## config.mk

```make
export PLATFORM = sky130hd
export DESIGN_NAME = srl_top
export DESIGN_NICKNAME = d
export VERILOG_FILES = /design/src/srl_period_gen.v /design/src/srl_top.v
export VERILOG_INCLUDE_DIRS = /design/src
export SDC_FILE = /design/constraint.sdc
export NUM_CORES = 1
export LEC_CHECK = 0
export BUFFER_PORTS_ARGS = -buffer_cell sky130_fd_sc_hd__clkbuf_2
export CAP_MARGIN = 0
export CORE_UTILIZATION = 50
export CTS_BUF_LIST = sky130_fd_sc_hd__clkbuf_4 sky130_fd_sc_hd__clkbuf_8 sky130_fd_sc_hd__clkbuf_16
export CTS_CLUSTER_DIAMETER = 60
export DETAILED_ROUTE_END_ITERATION = 10
export PLACE_DENSITY = 0.8
export SYNTH_ARGS = -nofsm -noshare
export SYNTH_HDL_FRONTEND = slang
export SYNTH_SLANG_ARGS = --single-unit
```

## constraint.sdc

```tcl
create_clock -name clk_sys -period 1.52 [get_ports clk_sys]
set_input_delay 0.152 -clock clk_sys [delete_from_list [all_inputs] [get_ports clk_sys]]
set_output_delay 0.152 -clock clk_sys [all_outputs]
set_load 0.1 [all_outputs]
```

## src/srl_map.vh

```
// Register map, field positions and reset values of the set-reset latch unit.
// Assumes byte addressing on a 32-bit Avalon-MM slave, 8-bit registers.
`ifndef SRL_MAP_VH
`define SRL_MAP_VH

// Byte offsets
`define SRL_OFF_CTRL0        5'h00
`define SRL_OFF_CTRL1        5'h04
`define SRL_OFF_ALT_PIN      5'h08
`define SRL_OFF_SYNC         5'h0C
`define SRL_OFF_PIN_DIR      5'h10
`define SRL_OFF_STATUS       5'h14

// latch_control0 fields
`define SRL_C0_FW_RST        0
`define SRL_C0_FW_SET        1
`define SRL_C0_QBAR_EN       2
`define SRL_C0_Q_EN          3
`define SRL_C0_PER_LO        4
`define SRL_C0_PER_HI        6

// latch_control1 fields
`define SRL_C1_SET_CMP1      0
`define SRL_C1_SET_CMP2      1
`define SRL_C1_SET_EXT       2
`define SRL_C1_SET_CLK       3
`define SRL_C1_RST_CMP1      4
`define SRL_C1_RST_CMP2      5
`define SRL_C1_RST_EXT       6
`define SRL_C1_RST_CLK       7

// alt_pin_function_ctrl, comp_sync_enable and pin_direction fields
`define SRL_ALT_QBAR_SEL     0
`define SRL_SYNC_CMP1        0
`define SRL_SYNC_CMP2        1
`define SRL_DIR_Q            0
`define SRL_DIR_QBAR         1
`define SRL_DIR_QBAR_ALT     2

// Status fields
`define SRL_ST_LATCH         0
`define SRL_ST_SET_ANY       1
`define SRL_ST_RST_ANY       2
`define SRL_ST_CMP1          3
`define SRL_ST_CMP2          4
`define SRL_ST_EXT           5
`define SRL_ST_CLK           6

// Reset values
`define SRL_RST_CTRL0        8'h00
`define SRL_RST_CTRL1        8'h00
`define SRL_RST_ALT_PIN      8'h00
`define SRL_RST_SYNC         8'h00
`define SRL_RST_PIN_DIR      8'h07

// Periodic source: counter width, period is 2^(sel+1) clk_sys cycles
`define SRL_PER_CNT_W        8

`endif

```

## src/srl_period_gen.v

```verilog
// Periodic pulse source for the latch: one-cycle pulse every 2^(sel+1) clocks.
// Assumes clk_sys free running and a synchronous active-low reset.
`timescale 1ns/1ps
`include "srl_map.vh"

module srl_period_gen (
  // Clock and reset
  input  wire       clk_sys,
  input  wire       rst_b,
  // Control
  input  wire [2:0] period_sel,
  // Output
  output reg        tick_q
);

  reg  [`SRL_PER_CNT_W-1:0] cnt_q;
  wire [`SRL_PER_CNT_W:0]   mask_w;
  wire [`SRL_PER_CNT_W-1:0] mask;

  assign mask_w = (9'h002 << period_sel) - 9'h001;
  assign mask   = mask_w[`SRL_PER_CNT_W-1:0];

  // Free running so a period change takes effect within one long period
  always @(posedge clk_sys) begin
    if (!rst_b) begin
      cnt_q  <= 8'h00;
      tick_q <= 1'b0;
    end else begin
      cnt_q  <= cnt_q + 8'h01;
      tick_q <= ((cnt_q & mask) == mask); // RULE_08
    end
  end

endmodule

```

## src/srl_top.v

```verilog
// Set-reset latch unit with Avalon-MM register access and three output pins.
// Assumes all inputs synchronous to clk_sys; t1_src_clk is the post-prescale
// timer source clock sampled as a level.
//
// What this block does
// RULE_01: Latch follows set and reset without delay; latch_q here takes them at the next clk_sys edge
// RULE_02: All set and reset sources active high
// RULE_03: Five source kinds: pulse, comp1, comp2, pin, clock
// RULE_04: Set and reset together gives reset
// RULE_05: Firmware pulse bits act once, self clear
// RULE_06: Either comparator may set or reset
// RULE_07: External input pin may set or reset
// RULE_08: Three-bit field selects internal clock period
// RULE_09: Separate clock set and clock reset enables
// RULE_10: Separate enables for true, complement outputs
// RULE_11: Both outputs may drive pins together
// RULE_12: Select bit moves complement output to alternate pin
// RULE_13: Firmware clears pin direction before driving
// RULE_14: No reset initialises the latch state
// RULE_15: Synced comparator captured on timer clock fall
// RULE_16: Complement output always inverse of true; here an undriven pin reads zero, so pins can match while one is off
//
// Chosen here: register access over Avalon-MM and the placing of the registers.
`timescale 1ns/1ps
`include "srl_map.vh"

module srl_top (
  // Clock and reset
  input  wire        clk_sys,
  input  wire        rst_b,
  // Avalon-MM slave
  input  wire [4:0]  avs_address,
  input  wire        avs_read,
  input  wire        avs_write,
  input  wire [31:0] avs_writedata,
  output reg  [31:0] avs_readdata,
  output reg         avs_waitrequest,
  // Latch sources
  input  wire        comp1_out,
  input  wire        comp2_out,
  input  wire        t1_src_clk,
  input  wire        ext_latch_input,
  // True output pin
  output reg         q_pin_out,
  output reg         q_pin_oe,
  // Complement output, default pin
  output reg         qbar_pin_out,
  output reg         qbar_pin_oe,
  // Complement output, alternate pin
  output reg         qbar_alt_pin_out,
  output reg         qbar_alt_pin_oe
);

  // Registers
  reg  [7:0] latch_control0_q;
  reg  [7:0] latch_control1_q;
  reg  [7:0] alt_pin_function_ctrl_q;
  reg  [7:0] comp_sync_enable_q;
  reg  [7:0] pin_direction_q;

  // Firmware pulses, alive for exactly one cycle
  reg        fw_set_pulse_q;
  reg        fw_reset_pulse_q;

  // Comparator synchronisation
  reg        t1_prev_q;
  reg        comp1_cap_q;
  reg        comp2_cap_q;
  wire       t1_fall;
  wire       comp1_sync_out;
  wire       comp2_sync_out;

  // Periodic source
  wire       clk_tick;

  // Latch
  reg        latch_q;
  wire       set_any;
  wire       rst_any;
  wire       latch_d;

  // Bus decode
  wire       bus_req;
  wire       wr_ok;
  wire       hit_ctrl0;
  wire       hit_ctrl1;
  wire       hit_alt;
  wire       hit_sync;
  wire       hit_dir;
  wire       hit_status;
  reg  [7:0] rd_mux;
  wire [7:0] status;

  // Output enables
  wire       q_en;
  wire       qbar_en;
  wire       qbar_alt;
  wire       q_drive;
  wire       qbar_drive;
  wire       qbar_alt_drive;

  // --------------------------------------------------------------------
  // Avalon-MM slave: one wait state on every access
  // --------------------------------------------------------------------
  assign bus_req    = avs_read | avs_write;
  assign wr_ok      = avs_write & ~avs_waitrequest;
  assign hit_ctrl0  = (avs_address == `SRL_OFF_CTRL0);
  assign hit_ctrl1  = (avs_address == `SRL_OFF_CTRL1);
  assign hit_alt    = (avs_address == `SRL_OFF_ALT_PIN);
  assign hit_sync   = (avs_address == `SRL_OFF_SYNC);
  assign hit_dir    = (avs_address == `SRL_OFF_PIN_DIR);
  assign hit_status = (avs_address == `SRL_OFF_STATUS);

  // Waitrequest drops for one cycle after a request is seen, then rises
  always @(posedge clk_sys) begin
    if (!rst_b) begin
      avs_waitrequest <= 1'b1;
    end else if (bus_req && avs_waitrequest) begin
      avs_waitrequest <= 1'b0;
    end else begin
      avs_waitrequest <= 1'b1;
    end
  end

  // Readback; pulse bits are never stored so they read as zero
  always @* begin
    rd_mux = 8'h00;
    if (hit_ctrl0) begin
      rd_mux = latch_control0_q;
    end else if (hit_ctrl1) begin
      rd_mux = latch_control1_q;
    end else if (hit_alt) begin
      rd_mux = alt_pin_function_ctrl_q;
    end else if (hit_sync) begin
      rd_mux = comp_sync_enable_q;
    end else if (hit_dir) begin
      rd_mux = pin_direction_q;
    end else if (hit_status) begin
      rd_mux = status;
    end
  end

  // Read data stands from the cycle waitrequest drops until the next read
  always @(posedge clk_sys) begin
    if (!rst_b) begin
      avs_readdata <= 32'h00000000;
    end else if (avs_read && avs_waitrequest) begin
      avs_readdata <= {24'h000000, rd_mux};
    end
  end

  // --------------------------------------------------------------------
  // Control registers
  // --------------------------------------------------------------------
  always @(posedge clk_sys) begin
    if (!rst_b) begin
      latch_control0_q        <= `SRL_RST_CTRL0;
      latch_control1_q        <= `SRL_RST_CTRL1;
      alt_pin_function_ctrl_q <= `SRL_RST_ALT_PIN;
      comp_sync_enable_q      <= `SRL_RST_SYNC;
      pin_direction_q         <= `SRL_RST_PIN_DIR;
    end else if (wr_ok) begin
      if (hit_ctrl0) begin
        latch_control0_q <= {avs_writedata[7:2], 2'b00};
      end
      if (hit_ctrl1) begin
        latch_control1_q <= avs_writedata[7:0];
      end
      if (hit_alt) begin
        alt_pin_function_ctrl_q <= {7'h00,
                                    avs_writedata[`SRL_ALT_QBAR_SEL]};
      end
      if (hit_sync) begin
        comp_sync_enable_q <= {6'h00, avs_writedata[1:0]};
      end
      if (hit_dir) begin
        pin_direction_q <= {5'h00, avs_writedata[2:0]};
      end
    end
  end

  // One write gives one pulse; it clears itself the next cycle
  always @(posedge clk_sys) begin
    if (!rst_b) begin
      fw_set_pulse_q   <= 1'b0;
      fw_reset_pulse_q <= 1'b0;
    end else begin
      fw_set_pulse_q   <= wr_ok & hit_ctrl0 &
                          avs_writedata[`SRL_C0_FW_SET]; // RULE_05
      fw_reset_pulse_q <= wr_ok & hit_ctrl0 &
                          avs_writedata[`SRL_C0_FW_RST]; // RULE_05
    end
  end

  // --------------------------------------------------------------------
  // Comparator synchronisation to the falling timer source clock
  // --------------------------------------------------------------------
  assign t1_fall = t1_prev_q & ~t1_src_clk;

  always @(posedge clk_sys) begin
    if (!rst_b) begin
      t1_prev_q   <= 1'b0;
      comp1_cap_q <= 1'b0;
      comp2_cap_q <= 1'b0;
    end else begin
      t1_prev_q <= t1_src_clk;
      if (t1_fall) begin
        comp1_cap_q <= comp1_out; // RULE_15
        comp2_cap_q <= comp2_out; // RULE_15
      end
    end
  end

  assign comp1_sync_out = comp_sync_enable_q[`SRL_SYNC_CMP1] ?
                          comp1_cap_q : comp1_out; // RULE_15
  assign comp2_sync_out = comp_sync_enable_q[`SRL_SYNC_CMP2] ?
                          comp2_cap_q : comp2_out; // RULE_15

  // --------------------------------------------------------------------
  // Periodic source
  // --------------------------------------------------------------------
  srl_period_gen u_period (
    .clk_sys    (clk_sys),
    .rst_b      (rst_b),
    .period_sel (latch_control0_q[`SRL_C0_PER_HI:`SRL_C0_PER_LO]),
    .tick_q     (clk_tick)
  );

  // --------------------------------------------------------------------
  // Set and reset gathering, all sources active high
  // --------------------------------------------------------------------
  assign set_any =
      fw_set_pulse_q                                                // RULE_03
    | (latch_control1_q[`SRL_C1_SET_CMP1] & comp1_sync_out)         // RULE_06
    | (latch_control1_q[`SRL_C1_SET_CMP2] & comp2_sync_out)         // RULE_06
    | (latch_control1_q[`SRL_C1_SET_EXT]  & ext_latch_input)        // RULE_07
    | (latch_control1_q[`SRL_C1_SET_CLK]  & clk_tick);              // RULE_09

  assign rst_any =
      fw_reset_pulse_q                                              // RULE_02
    | (latch_control1_q[`SRL_C1_RST_CMP1] & comp1_sync_out)         // RULE_06
    | (latch_control1_q[`SRL_C1_RST_CMP2] & comp2_sync_out)         // RULE_06
    | (latch_control1_q[`SRL_C1_RST_EXT]  & ext_latch_input)        // RULE_07
    | (latch_control1_q[`SRL_C1_RST_CLK]  & clk_tick);              // RULE_09

  // Reset wins over set
  assign latch_d = rst_any ? 1'b0 :
                   set_any ? 1'b1 : latch_q; // RULE_04

  // Evaluated every cycle with no enable, so the state tracks its inputs
  // at the next edge; deliberately no reset term, state is unknown at start
  always @(posedge clk_sys) begin
    latch_q <= latch_d; // RULE_01 RULE_14
  end

  // --------------------------------------------------------------------
  // Output pins
  // --------------------------------------------------------------------
  assign q_en     = latch_control0_q[`SRL_C0_Q_EN];
  assign qbar_en  = latch_control0_q[`SRL_C0_QBAR_EN];
  assign qbar_alt = alt_pin_function_ctrl_q[`SRL_ALT_QBAR_SEL];

  // Driver stays off while the pin is configured as an input
  assign q_drive        = q_en &
                          ~pin_direction_q[`SRL_DIR_Q]; // RULE_10 RULE_13
  assign qbar_drive     = qbar_en & ~qbar_alt &
                          ~pin_direction_q[`SRL_DIR_QBAR]; // RULE_12 RULE_13
  assign qbar_alt_drive = qbar_en & qbar_alt &
                          ~pin_direction_q[`SRL_DIR_QBAR_ALT]; // RULE_12

  // Pins take latch_d so they change on the same edge as the latch;
  // undriven pins show zero, which keeps an unknown latch off the bus
  always @(posedge clk_sys) begin
    if (!rst_b) begin
      q_pin_out        <= 1'b0;
      q_pin_oe         <= 1'b0;
      qbar_pin_out     <= 1'b0;
      qbar_pin_oe      <= 1'b0;
      qbar_alt_pin_out <= 1'b0;
      qbar_alt_pin_oe  <= 1'b0;
    end else begin
      q_pin_oe         <= q_drive;        // RULE_11
      qbar_pin_oe      <= qbar_drive;     // RULE_11
      qbar_alt_pin_oe  <= qbar_alt_drive;
      q_pin_out        <= q_drive & latch_d;                // RULE_10
      qbar_pin_out     <= qbar_drive & ~latch_d;            // RULE_16
      qbar_alt_pin_out <= qbar_alt_drive & ~latch_d;        // RULE_16
    end
  end

  // --------------------------------------------------------------------
  // Status view of the block's own state
  // --------------------------------------------------------------------
  assign status = {1'b0,
                   clk_tick,
                   ext_latch_input,
                   comp2_sync_out,
                   comp1_sync_out,
                   rst_any,
                   set_any,
                   latch_q};

endmodule

```

==> reports/summary.txt, run 1 <==
Starting density of the core = 53.7%
Fin crit period = 1.44 ns
Root Driver = sky130_fd_sc_hd__clkbuf_8
Fraction of post-synthesis cell area in the top cell type by area = 41.7%
Vias after detailed routing = 1875
Transition time at the pin with the least slew margin = 0.543 ns
Count of filler cells inserted in the layout = 420
Std-Cell Rows = 24
Global placement routability congestion = 0.842
Chip width = 71.3 microns
Buffers added on ports = 35
Clock transition at the registers of the reported paths = 0.09 ns
Synthesized instance count = 254
Slew Limit Fails = 0
Buffer and inverter count on the worst path = 0
GRT Resource Usage Total = 19.9%
Worst min-delay path class = primary input to register
Multi-input combinational cell area = 0.00124 sq mm
Cell family with most CP delay = compound AO/OA/AOI/OAI gates
Net count of the finished layout = 337
Antenna fix cells = 0
Violations in the final reports = design-rule violations
Largest family of logic cells by synthesized area = simple AND/OR/NAND/NOR gates
Sum of negative setup slack = 0 ns
Outcome = finished with violations
Share of final-layout standard cells stronger than drive strength 1 = 20.9%
Classification of the worst setup path = register to register
Synth Area in XOR/XNOR = 1.46%
Basic-gate share of the synthesized area counting and, or, nand and nor cells = 23.5%
Number of DRC violations after detailed-routing iteration 0 = 111
Post-Synthesis Cell Area = 0.00240 sq mm
Flip-flop cell with the highest count after synthesis = sky130_fd_sc_hd__dfxtp_1
Most frequent cell after synthesis = sky130_fd_sc_hd__dfxtp_1
Worst-path cell chain = mux2i_2 -> o221ai_1 -> o21a_1 -> and2_1
Maximum number of buffers from clock root to sink = 2
Synth Area in Adders = 0.521%
Setup repair after global routing missed its margin = false
Cell types with the largest area share after synthesis = sky130_fd_sc_hd__dfxtp_1 42%, sky130_fd_sc_hd__buf_4 7.8%, sky130_fd_sc_hd__mux2i_1 7.1%
CTS Buf Count = 5
Crit path capture type = register
CTS Hold Buffers Added = 0
Commonest cells post-synth = 50 x sky130_fd_sc_hd__dfxtp_1, 25 x sky130_fd_sc_hd__buf_4, 21 x sky130_fd_sc_hd__nand2_1, 19 x sky130_fd_sc_hd__nor2b_1, 17 x sky130_fd_sc_hd__mux2i_1
Type of element launching the critical path = register
Total chip power = 2.88 mW
Fmax = 696 MHz
Ports = 84
Cell type contributing the most total cell area after synthesis = sky130_fd_sc_hd__dfxtp_1
Die area = 0.00508 sq mm
Die boundary height = 71.3 microns
Final Routed Wirelength = 4.72 mm
Worst IR drop on VDD = 0.439 mV
Worst clock skew = 0.00997 ns
Max stage delay cell, worst path = sky130_fd_sc_hd__dfxtp_1
Synthesized-area fraction occupied by ao, oa, aoi and oai cells = 14.7%
Final number of hold-violating endpoints = 0
Cell Count, Final, Fillers Out = 344
Syn avg cell area = 9.45 sq um
Endpoints failing setup = 0
Remaining antenna violation count after routing = 0
Sequential area share after synthesis = 41.7%
Leftover overflow at the end of global routing = 0
Storage element area = 0.00100 sq mm
Count of H-tree levels built during CTS = 2
Arrival time at the worst endpoint = 1.65 ns
Via count of the first global-routing pass = 1645
Routed vias/inst = 5.45
Maximum single-stage delay on the critical path = 0.40 ns
Yosys cell types = 50
Area added between synthesis and finish = 11.5%
Max-Slew Margin vs Limit = 63.9%
Post-route DRC = 6
Final worst-path cycle share = 94.5%
Detailed placement HPWL = 3.44 mm
Total clock sinks = 50
Share of synthesized registers carrying an async set or reset = 0%
Largest net degree at the start of global routing = 18
Clock Latency Late Sink = 0.31 ns
Antenna violations before repair = 0
Area of the core = 0.00447 sq mm
Routed len/inst = 13.7 microns
First drt pass iteration count = 8
Lkg Pwr = 1.15 nW
Required time at the worst-slack endpoint = 1.73 ns
Placed instance count = 336
Synth Register Bits = 50
Share of cell area taken by muxes after synthesis = 7.56%
Maximum Capacitance Violations = 0
Clock tree from TritonCTS = done
P per Cell Area = 1080 mW/mm^2
Maximum fanout along the worst path = 4
Yosys synthesis warning count = 0
Wire length of the first global-routing pass = 7.81 mm
Number of synthesized flops with an enable pin = 0
## report_power, final
| part | switching [mW] | total, mW | internal, mW | leakage (nW) |
|---|---|---|---|---|
| combinational | 0.472 | 0.569 | 0.0975 | 0.686 |
| clock | 0.437 | 0.946 | 0.509 | 0.0548 |
| sequential | 0.0251 | 1.37 | 1.34 | 0.406 |
| total | 0.934 | 2.88 | 1.95 | 1.15 |
## kinds of logic (layout without fill, tap and decap cells)
logic type / after synthesis / count (layout)
buffers and inverters: 39 / 54
muxes: 18 / 18
and+or+nand+nor: 91 / 91
adders and majority gates: 1 / 1
xor gates and xnor gates: 4 / 4
AOI/OAI and AO/OA: 50 / 50
other: 1 / 24
DFF: 50 / 50
## metrics by stage
stage          utilization [%]  hold WS [ns]  worst slack, ns  instance area (sq um)
3_3_place_gp              57.1         0.375            0.109                   2550
2_1_floorplan                -         0.260          0.00940                   2490
5_1_grt                   59.8        0.0664           0.0404                   2680
4_1_cts                   59.6        0.0634           0.0790                   2670
6_report                  59.8        0.0680           0.0835                   2680
3_5_place_dp              57.1         0.379           0.0855                   2550
## worst paths after layout
kind                                            start               to  slack, ns  depth (start not counted)
worst min register to register        avs_readdata[7]  avs_readdata[7]       0.46                          2
worst min-delay path                       t1_src_clk        t1_prev_q       0.07                          2
worst max-delay path            comp_sync_enable_q[1]        q_pin_out       0.08                          4
worst max register to register  comp_sync_enable_q[1]        q_pin_out       0.08                          4
## cell usage in the layout (no fill, tap or decap), types with 2 or more instances in the layout
master	instances
sky130_fd_sc_hd__buf_4	5
sky130_fd_sc_hd__mux2i_1	15
sky130_fd_sc_hd__mux2i_2	2
sky130_fd_sc_hd__nor3b_1	3
sky130_fd_sc_hd__o21a_1	2
sky130_fd_sc_hd__a21boi_0	2
sky130_fd_sc_hd__dfxtp_1	49
sky130_fd_sc_hd__nor2_1	6
sky130_fd_sc_hd__xnor2_1	3
sky130_fd_sc_hd__a21oi_1	6
sky130_fd_sc_hd__clkbuf_2	35
sky130_fd_sc_hd__and2_1	9
sky130_fd_sc_hd__o21ai_0	12
sky130_fd_sc_hd__nor2b_1	19
sky130_fd_sc_hd__or3_1	2
sky130_fd_sc_hd__and3_1	5
sky130_fd_sc_hd__nand3_1	12
sky130_fd_sc_hd__nand2b_1	2
sky130_fd_sc_hd__a21boi_1	6
sky130_fd_sc_hd__inv_1	5
sky130_fd_sc_hd__conb_1	24
sky130_fd_sc_hd__nand2_1	21
sky130_fd_sc_hd__a22o_1	3
sky130_fd_sc_hd__clkbuf_8	5
sky130_fd_sc_hd__o2bb2ai_1	3
sky130_fd_sc_hd__a221oi_1	6
sky130_fd_sc_hd__o21ai_1	2
## sequential cells by signal, summed over array words and instances, names as in the netlist
register                 flops
qbar_alt_pin_oe              1
q_pin_out                    1
comp1_cap_q                  1
t1_prev_q                    1
avs_readdata                 8
latch_q                      1
qbar_alt_pin_out             1
comp2_cap_q                  1
avs_waitrequest              1
pin_direction_q              3
fw_set_pulse_q               1
fw_reset_pulse_q             1
latch_control0_q             6
comp_sync_enable_q           2
q_pin_oe                     1
qbar_pin_oe                  1
latch_control1_q             8
u_period.cnt_q               8
u_period.tick_q              1
alt_pin_function_ctrl_q      1
qbar_pin_out                 1
## final cells by class
cell class | instances | share of cell area [%]
timing repair buffer | 41 | 8.70
inverter | 5 | 0.701
clock inverter | 2 | 1.40
multi-input combinational | 188 | 46.5
sequential | 50 | 37.4
tap | 52 | 2.43
clock buffer | 6 | 2.85
## per-layer routing
layer / global-route usage [%] / vias to the layer above / routed length, microns
li1: - / 914 / -
met1: 27.7 / 873 / 2230
met2: 30.3 / 80 / 2120
met3: 2.81 / 8 / 287
met4: 9.78 / 0 / 82
met5: 0 / - / 0
## timing repair
| action | 4_1_cts | 5_1_grt |
|---|---|---|
| endpoints found under the setup margin | 0 | 1 |
| setup buffers | 0 | 0 |
| gates resized for setup | 0 | 2 |
(Power assumes the default switching activity.)
==> run 2, diff against run 1 <==
- MAX_ROUTING_LAYER: unset -> met4
- PLACE_DENSITY: 0.8 -> 0.83
==> run 2 against run 1 <==
The flow still finishes with violations (design-rule violations). First-iteration DRC count up 31%. Clock skew decreased by 0.0050 ns. Critical path depth up 1. Hold slack got worse by 0.0059 ns. Non-clock buffer count is the same. Utilization is 0.11 points higher. Worst setup slack got worse by 0.017 ns. Register-to-register slack got worse by 0.02 ns. Sequential share of layout area shrank 0.070 points. Sequential cell count did not move. Largest power group unchanged.
==> reports/summary.txt, run 2 (synthesized netlist as in run 1, its figures left out) <==
Routed vias/inst = 5.51
Crit path capture type = register
Storage element area = 0.00100 sq mm
Most frequent cells in the layout = 49 x sky130_fd_sc_hd__dfxtp_1, 35 x sky130_fd_sc_hd__clkbuf_2, 24 x sky130_fd_sc_hd__conb_1
Post-layout utilization of the core = 59.9%
Leftover overflow at the end of global routing = 0
Routed len/inst = 14.0 microns
Required time at the worst-slack endpoint = 1.70 ns
Remaining antenna violation count after routing = 0
Antenna violations before repair = 0
Post-route DRC = 5
Maximum single-stage delay on the critical path = 0.41 ns
Die area = 0.00508 sq mm
Std-Cell Rows = 24
Routed wire length on met3 = 315 microns
Fmax = 688 MHz
Detailed placement HPWL = 3.45 mm
Arrival time at the worst endpoint = 1.64 ns
Fin Hold WS = 0.0621 ns
Highest signal layer in the routed design = met4
P per Cell Area = 1070 mW/mm^2
Antenna fix cells = 0
Worst IR drop on VDD = 0.565 mV
Type of element launching the critical path = register
Via count of the first global-routing pass = 1722
Worst-path cell chain = mux2i_2 -> buf_4 -> o2bb2ai_1 -> a221oi_1 -> nor2_1
Final Routed Wirelength = 4.83 mm
WL met2 = 2.24 mm
Share of final-layout standard cells stronger than drive strength 1 = 21.2%
Maximum fanout along the worst path = 3
Clock Latency Late Sink = 0.30 ns
Max-Slew Margin vs Limit = 63.7%
Count of H-tree levels built during CTS = 2
Wire length of the first global-routing pass = 7.95 mm
Outcome = finished with violations
Root Driver = sky130_fd_sc_hd__clkbuf_8
Commonest non-fill, non-tap cell in the layout = sky130_fd_sc_hd__dfxtp_1
Clock transition at the registers of the reported paths = 0.09 ns
Buffers added on ports = 35
Max stage delay cell, worst path = sky130_fd_sc_hd__dfxtp_1
Endpoints failing setup = 0
Area added between synthesis and finish = 11.7%
Fin crit period = 1.45 ns
Clock tree from TritonCTS = done
Global placement routability congestion = 0.823
Final worst-path cycle share = 95.6%
Die boundary height = 71.3 microns
Final number of hold-violating endpoints = 0
Worst clock skew = 0.00495 ns
Transition time at the pin with the least slew margin = 0.546 ns
Worst setup slack after layout = 0.0662 ns
Ports = 84
Cells on Worst Hold Path = 2
Classification of the worst setup path = register to register
CTS Hold Buffers Added = 0
CTS Buf Count = 5
Number of DRC violations after detailed-routing iteration 0 = 145
First drt pass iteration count = 8
Cell family with most CP delay = flip-flops
Total clock sinks = 50
Maximum number of buffers from clock root to sink = 2
Vias after detailed routing = 1897
M1 WL = 2.22 mm
Slew Limit Fails = 0
Number of cell instances on the worst register-to-register path = 5
Net count of the finished layout = 337
Total number of cells along the worst setup path = 5
Count of filler cells inserted in the layout = 375
Worst slack, placed = 0.0506 ns
Lkg Pwr = 1.15 nW
GRT Resource Usage Total = 20.7%
Buffer and inverter count on the worst path = 1
Worst min-delay path class = primary input to register
Chip width = 71.3 microns
Largest net degree at the start of global routing = 33
Starting density of the core = 53.7%
Maximum Capacitance Violations = 0
Area of the core = 0.00447 sq mm
Multi-input combinational cell area = 0.00125 sq mm
Violations in the final reports = design-rule violations
Largest regs = avs_readdata x8, latch_control1_q x8, u_period.cnt_q x8
## run 2: power breakdown
group	total, mW	switching (mW)	internal (mW)
Combinational	0.573	0.473	0.100
Clock	0.936	0.442	0.493
Sequential	1.37	0.0266	1.34
## run 2: cell type report
type | instances | share of cell area [%]
Timing Repair Buffer | 41 | 8.68
Multi-Input combinational cell | 188 | 46.6
Clock inverter | 3 | 1.63
Inverter | 5 | 0.700
Tap cell | 52 | 2.43
Clock buffer | 5 | 2.57
Sequential cell | 50 | 37.4
## run 2: final timing paths
check	start	end	slack (ns)
setup / recovery	comp_sync_enable_q[1]	avs_readdata[4]	0.07
hold / removal	avs_write	avs_waitrequest	0.06
setup reg to reg	comp_sync_enable_q[1]	avs_readdata[4]	0.07
hold reg to reg	latch_control0_q[7]	latch_control0_q[7]	0.47
## run 2: timing repair
item,in CTS,in global routing
setup endpoints to repair,0,3
setup buffers,0,1
gates resized for setup,0,3
## run 2: metrics by stage
step	setup TNS [ns]	instance area, sq um	std cells	power, mW
after global placement	0	2550	335	1.96
after CTS	0	2660	343	2.89
after detailed placement	0	2550	335	1.96
after floorplan	0	2490	277	1.92
after global routing	-0.00282	2680	344	2.99
final	0	2680	344	2.88
## run 2: worst reg2reg max path: stages (launching register included)
cell	delay, ns
sky130_fd_sc_hd__dfxtp_1	0.41
sky130_fd_sc_hd__mux2i_2	0.28
sky130_fd_sc_hd__buf_4	0.16
sky130_fd_sc_hd__o2bb2ai_1	0.06
sky130_fd_sc_hd__a221oi_1	0.35
sky130_fd_sc_hd__nor2_1	0.08
## run 2: metal layers
| layer | up-vias | global-route usage (%) |
|---|---|---|
| li1 | 915 | - |
| met1 | 891 | 26.6 |
| met2 | 85 | 32.3 |
| met3 | 6 | 3.94 |
| met4 | 0 | 7.78 |
| met5 | - | - |
==> run 3, diff against run 2 <==
- REMOVE_ABC_BUFFERS: unset -> 1
- SLEW_MARGIN: unset -> 10
- SYNTH_HIERARCHICAL: unset -> 1
==> run 3 against run 2 <==
The run ends with negative setup slack left. Power decreased by 7.8%. Fmax decreased by 7.1%. Critical endpoint is now u_period/tick_q. Combinational power decreased by 16%. Largest cell class unchanged. Largest power group unchanged. First-iteration DRC count increased by 26%.
==> reports/summary.txt, run 3 <==
Largest regs = avs_readdata x8, latch_control1_q x8, u_period/cnt_q x8
Fraction of post-synthesis cell area in the top cell type by area = 41.5%
Detailed placement HPWL = 3.56 mm
Buffers added on ports = 35
Leftover overflow at the end of global routing = 0
Antenna violations before repair = 0
Total chip power = 2.65 mW
Chip width = 71.4 microns
Die boundary height = 71.4 microns
Share of final-layout standard cells stronger than drive strength 1 = 27.2%
Worst setup slack after layout = -0.0446 ns
Wire length of the first global-routing pass = 8.07 mm
Setup repair after global routing missed its margin = true
Cell family with most CP delay = compound AO/OA/AOI/OAI gates
Yosys cell types = 46
Routed vias/inst = 5.22
Arrival time at the worst endpoint = 1.80 ns
Worst slack, placed = -0.123 ns
CTS Buf Count = 5
Worst IR drop on VDD = 0.486 mV
First drt pass iteration count = 4
Routed len/inst = 13.5 microns
Outcome = finished with violations
Cell types with the largest area share after synthesis = sky130_fd_sc_hd__dfxtp_1 42%, sky130_fd_sc_hd__mux2i_1 12%, sky130_fd_sc_hd__buf_4 8.1%
Synth Register Bits = 50
Buffer and inverter count on the worst path = 0
Area of the core = 0.00450 sq mm
Classification of the worst setup path = register to register
Most frequent cell after synthesis = sky130_fd_sc_hd__dfxtp_1
Multi-input combinational cell area = 0.00128 sq mm
Global placement routability congestion = 0.913
Ports = 84
Placed instance count = 343
Vias after detailed routing = 1844
Maximum fanout along the worst path = 2
Endpoints failing setup = 1
Remaining antenna violation count after routing = 0
Clock Latency Late Sink = 0.31 ns
Total clock sinks = 50
Fin Hold WS = 0.0445 ns
Die area = 0.00510 sq mm
Largest net degree at the start of global routing = 16
Yosys synthesis warning count = 6
Post-route DRC = 0
Commonest non-fill, non-tap cell in the layout = sky130_fd_sc_hd__dfxtp_1
Root Driver = sky130_fd_sc_hd__clkbuf_8
Share of synthesized registers carrying an async set or reset = 0%
Post-Synthesis Cell Area = 0.00241 sq mm
Worst clock skew = 0.00896 ns
Std-Cell Rows = 24
Sequential area share after synthesis = 41.5%
P per Cell Area = 959 mW/mm^2
Violations in the final reports = negative setup slack
Required time at the worst-slack endpoint = 1.75 ns
Cell Count, Final, Fillers Out = 353
Count of H-tree levels built during CTS = 2
Maximum Capacitance Violations = 0
Final Routed Wirelength = 4.78 mm
Post-layout utilization of the core = 61.4%
Synthesized instance count = 253
Max stage delay cell, worst path = sky130_fd_sc_hd__or3_4
Clock tree from TritonCTS = done
Cell type contributing the most total cell area after synthesis = sky130_fd_sc_hd__dfxtp_1
Net count of the finished layout = 347
Maximum number of buffers from clock root to sink = 2
Number of DRC violations after detailed-routing iteration 0 = 183
Count of filler cells inserted in the layout = 391
Final worst-path cycle share = 103%
Commonest cells post-synth = 50 x sky130_fd_sc_hd__dfxtp_1, 30 x sky130_fd_sc_hd__nor2_1, 29 x sky130_fd_sc_hd__mux2i_1, 26 x sky130_fd_sc_hd__buf_4, 10 x sky130_fd_sc_hd__nand2_1
Transition time at the pin with the least slew margin = 0.542 ns
Area added between synthesis and finish = 14.8%
Flip-flop cell with the highest count after synthesis = sky130_fd_sc_hd__dfxtp_1
Max-Slew Margin vs Limit = 64.0%
Worst min-delay path class = primary input to register
Lkg Pwr = 1.27 nW
Type of element launching the critical path = register
Maximum single-stage delay on the critical path = 0.40 ns
Slew Limit Fails = 0
Fin crit period = 1.56 ns
Clock transition at the registers of the reported paths = 0.09 ns
Crit path capture type = register
Antenna fix cells = 0
Worst-path cell chain = or3_4 -> ha_4 -> o211ai_1 -> a221o_1 -> a211oi_2
Storage element area = 0.00101 sq mm
Starting density of the core = 53.5%
Most frequent cells in the layout = 45 x sky130_fd_sc_hd__dfxtp_1, 35 x sky130_fd_sc_hd__clkbuf_2, 29 x sky130_fd_sc_hd__mux2i_1
Final number of hold-violating endpoints = 0
Via count of the first global-routing pass = 1751
Number of synthesized flops with an enable pin = 0
CTS Hold Buffers Added = 0
Syn avg cell area = 9.53 sq um
GRT Resource Usage Total = 20.9%
Fmax = 639 MHz
run 3: changes by cell type after synthesis, moves of 4 or more:
cell                       before  now
sky130_fd_sc_hd__mux2i_1       17   29
sky130_fd_sc_hd__a221o_1        0    5
sky130_fd_sc_hd__nand3_1       12    5
sky130_fd_sc_hd__a221oi_1       6    2
sky130_fd_sc_hd__nand2_1       21   10
sky130_fd_sc_hd__a21boi_1       6    0
sky130_fd_sc_hd__nor2_1         6   30
sky130_fd_sc_hd__a22oi_1        0    4
sky130_fd_sc_hd__o21ai_0       12    5
sky130_fd_sc_hd__nor2b_1       19    8
run 3: final timing paths:
| kind | cells after the start | end | start | slack [ns] |
|---|---|---|---|---|
| max | 5 | u_period/tick_q | latch_control0_q[6] | -0.04 |
| max reg2reg | 5 | u_period/tick_q | latch_control0_q[6] | -0.04 |
| min | 2 | avs_waitrequest | avs_write | 0.04 |
| min reg2reg | 1 | q_pin_oe | pin_direction_q[0] | 0.46 |
run 3: stage by stage:
stage | instance area (sq um) | TNS [ns]
after floorplan | 2260 | -10.98
after global placement | 2620 | -0.0922
after detailed placement | 2620 | -0.134
after CTS | 2760 | -0.0351
after global routing | 2770 | -0.111
final | 2770 | -0.0446
run 3: cell families after synthesis:
group / synth area share [%]
AND/OR/NAND/NOR: 20.2
flip-flops: 41.5
buffers and inverters: 10.2
AO/OA/AOI/OAI: 11.1
multiplexers: 13.6
XOR/XNOR: 2.18
adder cells (fa/ha/maj): 1.04
other: 0.156
run 3: area by class of cell:
type / instances / area share [%]
repair buffers: 51 / 11.1
clock inverters: 1 / 0.181
flip-flops and latches: 50 / 36.4
inverters: 3 / 0.407
clock buffers: 7 / 3.25
well taps: 52 / 2.35
multi-input cells: 189 / 46.3
run 3: layer usage:
layer | vias up | GRT usage, % | share of wire (%)
li1 | 931 | - | -
met1 | 842 | 25.9 | 47
met2 | 64 | 32.7 | 46
met3 | 7 | 4.22 | 5.7
met4 | 0 | 10.2 | 1.6
met5 | - | - | 0
run 3: repair_timing:
action / CTS / global route
setup buffers: 2 / 0
gates cloned: 0 / 0
pin swaps: 2 / 5
endpoints found under the setup margin: 2 / 7
gates resized for setup: 7 / 5
endpoints found under the hold margin: 0 / 0
run 3: power breakdown:
group / switching [mW] / total, mW / internal (mW) / leakage [nW]
logic: 0.396 / 0.480 / 0.0839 / 0.806
clock network: 0.436 / 0.822 / 0.386 / 0.0517
registers: 0.0192 / 1.35 / 1.33 / 0.407
